`src/pkg/dsw_pkg.sv`:
```
package dsw_pkg;

	// Register byte offsets
	localparam logic [7:0] DSW_OFS_CTRL = 8'h00;
	localparam logic [7:0] DSW_OFS_TOUT1 = 8'h04;
	localparam logic [7:0] DSW_OFS_TOUT2 = 8'h08;
	localparam logic [7:0] DSW_OFS_SERVICE = 8'h0C;
	localparam logic [7:0] DSW_OFS_STATUS = 8'h10;
	localparam logic [7:0] DSW_OFS_IRQ_STAT = 8'h14;
	localparam logic [7:0] DSW_OFS_IRQ_EN = 8'h18;
	localparam logic [7:0] DSW_OFS_IRQ_CLR = 8'h1C;
	localparam logic [7:0] DSW_OFS_PRESCALE = 8'h20;

	// Service key written to the service register
	localparam logic [31:0] DSW_SERVICE_KEY = 32'h0000_5A5A;

	// Control field positions
	localparam int DSW_CTRL_EN_BIT = 0;
	localparam int DSW_CTRL_ACT1_LSB = 4;
	localparam int DSW_CTRL_ACT2_LSB = 8;
	localparam int DSW_CTRL_PINSEL_BIT = 12;
	localparam int DSW_ACT_W = 3;

	// Interrupt status bit positions
	localparam int DSW_IRQ_STAGE1 = 0;
	localparam int DSW_IRQ_STAGE2 = 1;
	localparam int DSW_IRQ_W = 2;

	// Reset values
	localparam logic [31:0] DSW_TOUT_RST = 32'h0000_03E8;
	localparam logic [31:0] DSW_PRESCALE_RST = 32'h0000_61A7;

	// Reset pulse length in system clocks
	localparam logic [7:0] DSW_RESET_PULSE = 8'h10;

	typedef enum logic [DSW_ACT_W-1:0] {
		DSW_ACT_RESET,
		DSW_ACT_NMI,
		DSW_ACT_OSINT,
		DSW_ACT_DELAY,
		DSW_ACT_PIN,
		DSW_ACT_CASCADE
	} dsw_action_type;

	typedef struct packed {
		logic [7:0] paddr;
		logic psel;
		logic penable;
		logic pwrite;
		logic [31:0] pwdata;
	} dsw_apb_req_type;

	typedef struct packed {
		logic [31:0] prdata;
		logic pready;
		logic pslverr;
	} dsw_apb_rsp_type;

endpackage

```
`src/design/dsw_tick_div.sv`:
```
`timescale 1ns/100ps
// One-cycle tick every (reload+1) system clocks
module dsw_tick_div
	import dsw_pkg::*;
#(
	parameter int WIDTH = 32
)
(
	input wire logic clk_sys,
	input wire logic rst,
	input wire logic [WIDTH-1:0] reload,
	output logic tick
);

	initial
	begin
		if (WIDTH < 2)
			$error("dsw_tick_div: WIDTH too small");
	end

	logic [WIDTH-1:0] count_q;

	always_ff @(posedge clk_sys)
	begin
		if (rst)
		begin
			count_q <= '0;
			tick <= 1'b0;
		end
		else if (count_q >= reload)
		begin
			count_q <= '0;
			tick <= 1'b1;
		end
		else
		begin
			count_q <= count_q + 1'b1;
			tick <= 1'b0;
		end
	end

endmodule

```
`src/design/dsw_watchdog.sv`:
```
`timescale 1ns/100ps
// Summary of operation
// Two stages, each configured separately, run one after the other.
// Unserviced expiry of a stage performs that stage's configured action.
// Reset action pulses a whole-module reset output.
// Non-maskable interrupt action raises a non-maskable interrupt output.
// OS control interrupt action raises an OS-visible interrupt.
// Delay action exists for stage one only; stage two treats it as none. The code decodes delay to no output in either stage.
// Signal-only action asserts the expiry pin and nothing else.
// Cascade takes no action but starts stage two after its time-out.
// Software selects which stage drives the expiry pin.
// Expiry pin clears only on reset; software cannot clear it.
// Service reloads stage one, returning to it from stage two; stage two starts when stage one expires.
// After the last stage acts, stay idle until re-armed or reset.
module dsw_watchdog
	import dsw_pkg::*;
#(
	parameter int TOUT_W = 32
)
(
	input wire logic clk_sys,
	input wire logic rst,
	input wire dsw_apb_req_type apbReq,
	output dsw_apb_rsp_type apbRsp,
	output logic moduleReset,
	output logic nmiOut,
	output logic os_control_interrupt,
	output logic watchdog_expiry_pin,
	output logic irq
);

	initial
	begin
		if (TOUT_W < 2 || TOUT_W > 32)
			$error("dsw_watchdog: TOUT_W out of range");
	end

	typedef enum logic [2:0] {
		ST_IDLE,
		ST_STAGE1,
		ST_STAGE2,
		ST_DONE
	} dsw_state_type;

	dsw_state_type state_q;
	logic enable_q;
	dsw_action_type act1_q;
	dsw_action_type act2_q;
	logic pinSel_q;
	logic [TOUT_W-1:0] tout1_q;
	logic [TOUT_W-1:0] tout2_q;
	logic [TOUT_W-1:0] count_q;
	logic [31:0] prescale_q;
	logic [DSW_IRQ_W-1:0] irqStat_q;
	logic [DSW_IRQ_W-1:0] irqEn_q;
	logic [7:0] rstCount_q;
	logic nmi_q;
	logic osInt_q;
	logic pin_q;
	logic tick;
	logic wrEn;
	logic rdEn;
	logic serviceWr;
	logic armWr;
	logic expire1;
	logic expire2;
	logic [DSW_IRQ_W-1:0] irqSet;
	logic [DSW_IRQ_W-1:0] irqClr;
	logic [31:0] rdData;
	logic addrOk;
	logic [31:0] prdata_q;

	dsw_tick_div #(
		.WIDTH(32)
	) u_div (
		.clk_sys(clk_sys),
		.rst(rst),
		.reload(prescale_q),
		.tick(tick)
	);

	// APB: zero-wait slave, error on unmapped address
	assign wrEn = apbReq.psel && apbReq.penable && apbReq.pwrite;
	assign rdEn = apbReq.psel && apbReq.penable && !apbReq.pwrite;

	always_comb
	begin
		addrOk = 1'b1;
		rdData = '0;
		case (apbReq.paddr)
			DSW_OFS_CTRL:
			begin
				rdData[DSW_CTRL_EN_BIT] = enable_q;
				rdData[DSW_CTRL_ACT1_LSB +: DSW_ACT_W] = act1_q;
				rdData[DSW_CTRL_ACT2_LSB +: DSW_ACT_W] = act2_q;
				rdData[DSW_CTRL_PINSEL_BIT] = pinSel_q;
			end
			DSW_OFS_TOUT1: rdData[TOUT_W-1:0] = tout1_q;
			DSW_OFS_TOUT2: rdData[TOUT_W-1:0] = tout2_q;
			DSW_OFS_SERVICE: rdData = '0;
			DSW_OFS_STATUS:
			begin
				rdData[TOUT_W-1:0] = count_q;
			end
			DSW_OFS_IRQ_STAT: rdData[DSW_IRQ_W-1:0] = irqStat_q;
			DSW_OFS_IRQ_EN: rdData[DSW_IRQ_W-1:0] = irqEn_q;
			DSW_OFS_IRQ_CLR: rdData = '0;
			DSW_OFS_PRESCALE: rdData = prescale_q;
			default: addrOk = 1'b0;
		endcase
	end

	// One driver for the whole response word
	assign apbRsp = '{prdata: prdata_q, pready: 1'b1,
		pslverr: apbReq.psel && apbReq.penable && !addrOk};

	// Data output from a flop, loaded during the setup phase
	always_ff @(posedge clk_sys)
	begin
		if (rst)
			prdata_q <= '0;
		else if (apbReq.psel && !apbReq.penable && !apbReq.pwrite)
			prdata_q <= rdData;
	end

	// Configuration registers
	always_ff @(posedge clk_sys)
	begin
		if (rst)
		begin
			act1_q <= DSW_ACT_RESET;
			act2_q <= DSW_ACT_RESET;
			pinSel_q <= 1'b0;
			tout1_q <= DSW_TOUT_RST[TOUT_W-1:0];
			tout2_q <= DSW_TOUT_RST[TOUT_W-1:0];
			prescale_q <= DSW_PRESCALE_RST;
			irqEn_q <= '0;
		end
		else if (wrEn)
		begin
			case (apbReq.paddr)
				DSW_OFS_CTRL:
				begin
					act1_q <= dsw_action_type'(
						apbReq.pwdata[DSW_CTRL_ACT1_LSB +: DSW_ACT_W]);
					act2_q <= dsw_action_type'(
						apbReq.pwdata[DSW_CTRL_ACT2_LSB +: DSW_ACT_W]);
					pinSel_q <= apbReq.pwdata[DSW_CTRL_PINSEL_BIT];
				end
				DSW_OFS_TOUT1: tout1_q <= apbReq.pwdata[TOUT_W-1:0];
				DSW_OFS_TOUT2: tout2_q <= apbReq.pwdata[TOUT_W-1:0];
				DSW_OFS_IRQ_EN: irqEn_q <= apbReq.pwdata[DSW_IRQ_W-1:0];
				DSW_OFS_PRESCALE: prescale_q <= apbReq.pwdata;
				default: ;
			endcase
		end
	end

	assign armWr = wrEn && apbReq.paddr == DSW_OFS_CTRL
		&& apbReq.pwdata[DSW_CTRL_EN_BIT];
	assign serviceWr = wrEn && apbReq.paddr == DSW_OFS_SERVICE
		&& apbReq.pwdata == DSW_SERVICE_KEY;

	// Expiry on a tick that finds the active count already at zero
	assign expire1 = state_q == ST_STAGE1 && tick && count_q == '0
		&& !serviceWr;
	assign expire2 = state_q == ST_STAGE2 && tick && count_q == '0
		&& !serviceWr;

	// Stage sequencer
	always_ff @(posedge clk_sys)
	begin
		if (rst)
		begin
			state_q <= ST_IDLE;
			count_q <= '0;
			enable_q <= 1'b0;
		end
		else
		begin
			case (state_q)
				ST_IDLE, ST_DONE:
				begin
					if (armWr)
					begin
						state_q <= ST_STAGE1;
						count_q <= tout1_q;
						enable_q <= 1'b1;
					end
				end
				ST_STAGE1:
				begin
					if (serviceWr)
						count_q <= tout1_q;
					else if (expire1)
					begin
						state_q <= ST_STAGE2;
						count_q <= tout2_q;
					end
					else if (tick)
						count_q <= count_q - 1'b1;
				end
				ST_STAGE2:
				begin
					// Service falls back to stage one
					if (serviceWr)
					begin
						state_q <= ST_STAGE1;
						count_q <= tout1_q;
					end
					else if (expire2)
					begin
						state_q <= ST_DONE;
						enable_q <= 1'b0;
					end
					else if (tick)
						count_q <= count_q - 1'b1;
				end
				default:
					state_q <= ST_IDLE;
			endcase
			if (armWr)
			begin
				// Arming while running restarts stage one
				state_q <= ST_STAGE1;
				count_q <= tout1_q;
				enable_q <= 1'b1;
			end
			else if (wrEn && apbReq.paddr == DSW_OFS_CTRL)
			begin
				state_q <= ST_IDLE;
				enable_q <= 1'b0;
			end
		end
	end

	// Module reset pulse; held for a fixed number of clocks
	always_ff @(posedge clk_sys)
	begin
		if (rst)
			rstCount_q <= '0;
		else if ((expire1 && act1_q == DSW_ACT_RESET)
			|| (expire2 && act2_q == DSW_ACT_RESET))
			rstCount_q <= DSW_RESET_PULSE;
		else if (rstCount_q != '0)
			rstCount_q <= rstCount_q - 1'b1;
	end
	assign moduleReset = rstCount_q != '0;

	// Interrupt lines hold until the stage is serviced or re-armed
	always_ff @(posedge clk_sys)
	begin
		if (rst)
		begin
			nmi_q <= 1'b0;
			osInt_q <= 1'b0;
		end
		else
		begin
			if ((expire1 && act1_q == DSW_ACT_NMI)
				|| (expire2 && act2_q == DSW_ACT_NMI))
				nmi_q <= 1'b1;
			else if (serviceWr || armWr)
				nmi_q <= 1'b0;
			if ((expire1 && act1_q == DSW_ACT_OSINT)
				|| (expire2 && act2_q == DSW_ACT_OSINT))
				osInt_q <= 1'b1;
			else if (serviceWr || armWr)
				osInt_q <= 1'b0;
		end
	end
	assign nmiOut = nmi_q;
	assign os_control_interrupt = osInt_q;

	// Expiry pin: set by selected stage or signal-only action; reset only
	always_ff @(posedge clk_sys)
	begin
		if (rst)
			pin_q <= 1'b0;
		else if ((expire1 && (!pinSel_q || act1_q == DSW_ACT_PIN))
			|| (expire2 && (pinSel_q || act2_q == DSW_ACT_PIN)))
			pin_q <= 1'b1;
	end
	assign watchdog_expiry_pin = pin_q;

	// Stage two ignores delay: that code decodes to no output

	// Sticky expiry status; set wins over clear
	assign irqSet = {expire2, expire1};
	assign irqClr = (wrEn && apbReq.paddr == DSW_OFS_IRQ_CLR)
		? apbReq.pwdata[DSW_IRQ_W-1:0] : '0;

	always_ff @(posedge clk_sys)
	begin
		if (rst)
			irqStat_q <= '0;
		else
			irqStat_q <= (irqStat_q & ~irqClr) | irqSet;
	end
	assign irq = |(irqStat_q & irqEn_q);

endmodule

```
`config.mk`:
```
export PLATFORM = sky130hd
export DESIGN_NAME = dsw_watchdog
export DESIGN_NICKNAME = d
export VERILOG_FILES = /design/src/pkg/dsw_pkg.sv /design/src/design/dsw_tick_div.sv /design/src/design/dsw_watchdog.sv
export SDC_FILE = /design/constraint.sdc
export NUM_CORES = 1
export LEC_CHECK = 0
export BUFFER_PORTS_ARGS = -buffer_cell sky130_fd_sc_hd__buf_2
export CORE_ASPECT_RATIO = 1.1
export CORE_MARGIN = 3
export CORE_UTILIZATION = 55
export CTS_BUF_LIST = sky130_fd_sc_hd__clkbuf_4
export CTS_CLUSTER_SIZE = 14
export DETAILED_ROUTE_END_ITERATION = 12
export GPL_ROUTABILITY_DRIVEN = 0
export PLACE_DENSITY_LB_ADDON = 0.25
export SYNTH_ARGS = -nofsm -noshare
export SYNTH_HDL_FRONTEND = slang
export SYNTH_HIERARCHICAL = 1
export SYNTH_SLANG_ARGS = --single-unit
```
`constraint.sdc`:
```
create_clock -name clk_sys -period 4.25 [get_ports clk_sys]
set_input_delay 0.425 -clock clk_sys [delete_from_list [all_inputs] [get_ports clk_sys]]
set_output_delay 0.425 -clock clk_sys [all_outputs]
set_load 0.005 [all_outputs]
```
==> results of run 1 <==
[flip-flops by register name (all words and copies together), names as in the netlist, 2 cells and up]
signal	cells
prescale_q	32
irqStat_q	2
state_q	2
u_div/count_q	32
irqEn_q	2
act1_q	3
rstCount_q	8
act2_q	3
count_q	32
tout2_q	32
prdata_q	32
tout1_q	32
[power groups by stage]
| stage | logic [mW] | clock network (mW) | registers [mW] |
|---|---|---|---|
| global placement | 0.301 | 0 | 2.16 |
| floorplan | 0.211 | 0 | 2.16 |
| finish | 0.329 | 1.74 | 2.12 |
| global route | 0.368 | 1.89 | 2.12 |
| detailed placement | 0.308 | 0 | 2.16 |
| CTS | 0.325 | 1.78 | 2.12 |
[kinds of logic after synthesis]
group                      after synthesis  share of synthesized area (%)
and+or+nand+nor                        658                           27.2
DFF                                    218                           39.1
AOI/OAI and AO/OA                      313                           19.0
xor gates and xnor gates                56                           4.40
other                                    1                         0.0336
muxes                                    9                          0.808
buffers and inverters                  146                           5.32
adders and majority gates               37                           4.15
[what timing repair did]
action	CTS	global route
hold buffers	22	0
buffers inserted	0	0
resized for setup	0	0
endpoints found under the hold margin	45	0
[cells in the final DEF (no fill, tap or decap), types with 21 or more instances in the layout]
| master | synthesis | routed |
|---|---|---|
| dfxtp_1 | 218 | 218 |
| clkbuf_4 | 0 | 81 |
| dlygate4sd3_1 | 0 | 22 |
| a21oi_1 | 136 | 136 |
| ha_1 | 37 | 37 |
| nand2_1 | 360 | 360 |
| inv_1 | 46 | 46 |
| a222oi_1 | 31 | 31 |
| o21ai_0 | 30 | 30 |
| nand3_1 | 50 | 50 |
| buf_2 | 12 | 81 |
| nor4_1 | 23 | 23 |
| xnor2_1 | 35 | 35 |
| a22oi_1 | 24 | 24 |
| nor2_1 | 109 | 108 |
| xor2_1 | 21 | 21 |
| nor3_1 | 24 | 24 |
[critical path, cell delays in order]
cell and delay [ns]:
dlygate4sd3_1 0.54, buf_2 0.15, nor4_1 0.71, nand4_1 0.29, or4_4 0.58, a31oi_2 0.30, or2_1 0.47, buf_12 0.25
nand2_1 0.15, o21bai_1 0.20
[layer usage]
layer  global-route usage [%]  up-vias  part of all wire, %
met5                        0        -                    0
met4                     19.8        0                  7.2
met3                     6.03      140                  9.0
met2                     49.1      658                   45
met1                     39.5     5274                   39
li1                         -     5264                    -
[cell type report]
| cell class | instances | area, µm² |
|---|---|---|
| antenna | 1 | 2.50 |
| clock buffer | 81 | 608 |
| clock inverter | 16 | 62.6 |
| fill | 1785 | 7350 |
| inverter | 47 | 176 |
| multi-input combinational | 1074 | 6200 |
| sequential | 218 | 4360 |
| tap | 252 | 315 |
| timing repair buffer | 123 | 788 |
[path summary, 6_finish.rpt]
kind                         start  slack [ns]  depth (start not counted)                to
setup reg to reg       count_q[12]        1.08                          7       count_q[30]
hold / removal          apbReq[10]        0.04                          3       tout1_q[10]
setup / recovery        apbReq[23]        0.77                         10       count_q[29]
hold reg to reg   u_div/count_q[0]        0.46                          1  u_div/count_q[0]
==> reports/qor.yml, run 1 <==
outcome:
  status: "complete, no violations"
layout:
  drive_above_1_share_pct: 13.7
  fin_util_pct: 63.0
  stdcell_area_um2: 12500
  fin_nets: 1603
  finalNonFillerCells: 1812
  syn_to_final_growth_pct: 12.2
global_routing:
  grt_pass1_vias: 10417
  antenna_found_initial: 1
  grt_pass1_wl_um: 55400
  grt_max_degree: 67
  overflow: 0
  grt_usage_pct: 31.3
route:
  wl_per_cell_um: 19.7
  drc: 0
  drt-initial-drc-count: 1278
  drt-pass1-iter-count: 8
  drtAntennaViolNets: 0
  vias: 11336
  via_per_inst: 6.26
  finalWirelength_um: 35600
logic_synthesis:
  synth_edf_count: 0
  synthTopCellsByCount: "nand2_1, dfxtp_1, a21oi_1, nor2_1, clkbuf_1"
  ys_warn_count: 6
  syn_area_um2: 11200
  synthArstFlopShare_pct: 0
  yosysSeqAreaShare_pct: 39.1
  yosysMostFrequentCell: "nand2_1"
  ys_seq_elements: 218
  synthFlopType: "dfxtp_1"
  netlist_instances: 1438
  yosys.area.top_type: "dfxtp_1"
  synth_nets: 1520
  yosysUniqueCellTypes: 77
  synthTopCellsByArea: "dfxtp_1, nand2_1, a21oi_1"
  synth_top_area_share_pct: 39.1
  synth.avg_cell_area_um2: 7.76
timing:
  hold_viol_final: 0
  fmax_mhz: 287
  hold_ws_ns: 0.0411
  rsz0062_at_grt: "no"
  finalCritPeriodShare_pct: 81.9
  setup_tns_ns: 0
  slew_viol_final: 0
  clock_skew_ns: 0.0356
  setup-violations-final: 0
  worst_slew_pin_slew_ns: 1.22
  post-route-min-period_ns: 3.48
  final_critical_path_setup_slack_ns: 0.770
  slew-limit-headroom_pct: 18.3
pwr:
  seq_power_share_pct: 50.6
  irDropWorstVdd_mv: 0.355
  switching_power_mw: 1.10
  combPwrFrac_pct: 7.8
  totalPowerFinal_mw: 4.19
  p_sw_share_pct: 26.3
  leakage_nw: 4.91
  intPower_mw: 3.09
  clockPowerShare_pct: 41.6
  powerDensity_nw_per_um2: 335
floorplanning:
  coreArea_um2: 19900
  rows: 54
  die_w_um: 142
  die_area_um2: 22000
  die_y_um: 155
  initial_core_util_pct: 56.1
  io_pins: 84
placement:
  dp.cells: 1692
  postPlaceCellArea_um2: 11600
  place_hpwl_um: 24500
  dp_slack_ns: 0.810
  portBuffers: 82
setup_path:
  end_kind: "register"
  critPathRequiredTime_ns: 4.86
  cp_data_arrival_time_ns: 4.09
  path_max_fanout: 33
  crit_path_start_kind: "input pin"
  crit_type: "input pin to register"
clock_network:
  h-tree-depth: 2
  cts.sinks: 218
  clk-insertion-delay-late_ns: 0.71
  cts_tree: "done"
  root_buffer: "clkbuf_4"
  clkTransAtPathRegs_ns: 0.07
  cts_buffers: 57
  clockBufferDepth: 3
hold_path:
  hold_class: "input pin to register"
run:
  cap_violations: 0
No activity file was read; power rests on OpenSTA's default activity.
==> run 2, diff against run 1 <==
- clock period: 4.25 -> 3.34 ns (I/O delays scaled with it)
==> run 2 against run 1 <==
Against the previous run: count of clock-buffer cells in the layout increased by 5; clock power increased by 32%; sequential share of layout area decreased by 0.81 points; wire length up 3.2%; register-to-register slack got worse by 0.59 ns; sequential power grew 27%; power up 29%; via count grew 0.90%.
==> reports/qor.yml, run 2 (synthesis gave the netlist of run 1 again) <==
route:
  drt-pass1-iter-count: 8
  wl_per_cell_um: 19.9
  via_per_inst: 6.20
  drtAntennaViolNets: 0
  finalWirelength_um: 36800
  vias: 11438
  drc: 0
  drt-initial-drc-count: 1463
timing:
  post-route-min-period_ns: 2.85
  setup_tns_ns: 0
  slew-limit-headroom_pct: 25.7
  setup-violations-final: 0
  clock_skew_ns: 0.0679
  hold_ws_ns: 0.109
  finalCritPeriodShare_pct: 85.2
  worst_slew_pin_slew_ns: 1.11
  fmax_mhz: 351
  hold_viol_final: 0
  slew_viol_final: 0
  rsz0062_at_grt: "no"
placement:
  place_hpwl_um: 25000
  portBuffers: 82
  dp.cells: 1710
global_routing:
  grt_usage_pct: 32.6
  grt_pass1_wl_um: 57600
  antenna_found_initial: 1
  grt_max_degree: 81
  grt_pass1_vias: 10817
  overflow: 0
clock_network:
  cts.sinks: 218
  post_cts_buffers: 0
  cts_tree: "done"
  h-tree-depth: 2
  hold_buffers: 32
  ctsResizeCount: 0
  clockBufferDepth: 3
  clkTransAtPathRegs_ns: 0.07
  root_buffer: "clkbuf_4"
  cts_buffers: 57
  clk-insertion-delay-late_ns: 0.71
setup_path:
  crit_path_start_kind: "register"
  cp-startpoint: "count_q[12]"
  critPathRequiredTime_ns: 3.90
  path_max_fanout: 16
  worst_path_most_repeated_cell: "buf_4"
  rr_startpoint: "count_q[12]"
  crit_path_max_incr_delay_ns: 0.68
  cp_slowest_cell: "a21oi_1"
  end_kind: "register"
  path_cells: "nor4_2 > buf_4 > and2_1 > buf_4 > and3_1 > a21oi_1 > buf_4 > a31oi_1 > o32ai_1"
  crit_type: "register to register"
  cp_num_buf_inv: 3
  cp_data_arrival_time_ns: 3.40
  crit_family: "compound AO/OA/AOI/OAI gates"
floorplanning:
  initial_core_util_pct: 56.1
  rows: 54
  die_w_um: 142
  coreArea_um2: 19900
  die_area_um2: 22000
  io_pins: 84
  die_y_um: 155
layout:
  fin_nets: 1631
  syn_to_final_growth_pct: 14.9
  finalNonFillerCells: 1844
  final_cell_mix: "nand2_1, dfxtp_1, a21oi_1"
  layout_commonest_cell: "nand2_1"
  drive_above_1_share_pct: 14.8
hold_path:
  hold_start: "rst"
  hold_class: "input pin to register"
pwr:
  powerDensity_nw_per_um2: 424
  irDropWorstVdd_mv: 0.459
  leakage_nw: 5.07
run:
  cap_violations: 0
outcome:
  status: "complete, no violations"
==> run 2: cell count changes in the layout (fill, tap and decap cells not counted) <==
cell,previous run,this run
buf_4,19,35
buf_12,1,3
dlygate4sd3_1,22,32
clkinv_4,0,1
clkinv_1,13,12
clkbuf_4,81,86
clkinv_2,2,1
==> run 2: report_power, final <==
group	total, mW	switching (mW)	internal, mW
combinational	0.432	0.251	0.181
sequential	2.70	0.0441	2.65
clock	2.30	1.13	1.17
==> run 2: per-layer routing <==
layer / wire length, µm / track usage [%] / up-vias
met5: 0 / 0 / -
met2: 16400 / 51.0 / 712
met3: 3460 / 5.69 / 158
met1: 14200 / 40.7 / 5229
li1: - / - / 5339
met4: 2720 / 22.6 / 0
==> run 2: worst paths after layout <==
check / endpoint / slack (ns) / depth (start not counted)
min reg2reg: u_div/count_q[0] / 0.47 / 1
min: prdata_q[30] / 0.11 / 2
max reg2reg: count_q[31] / 0.49 / 9
max: count_q[31] / 0.49 / 9
==> run 2: per-stage QoR <==
stage	util, %	total power, mW	worst slack [ns]	cell area (µm²)
after floorplan	-	3.01	0.957	11200
after global placement	59.3	3.14	0.596	11800
after detailed placement	59.3	3.15	0.471	11800
after CTS	64.5	5.44	0.494	12800
after global routing	64.5	5.65	0.297	12800
final	64.5	5.43	0.493	12800
==> run 2: layout make-up <==
| cell class | count | area, µm² |
|---|---|---|
| Fill cell | 1773 | 7050 |
| Multi-Input combinational cell | 1074 | 6200 |
| Sequential cell | 218 | 4360 |
| Timing Repair Buffer | 151 | 1050 |
| Clock buffer | 86 | 646 |
| Tap cell | 252 | 315 |
| Inverter | 47 | 176 |
| Clock inverter | 15 | 62.6 |
| Antenna cell | 1 | 2.50 |
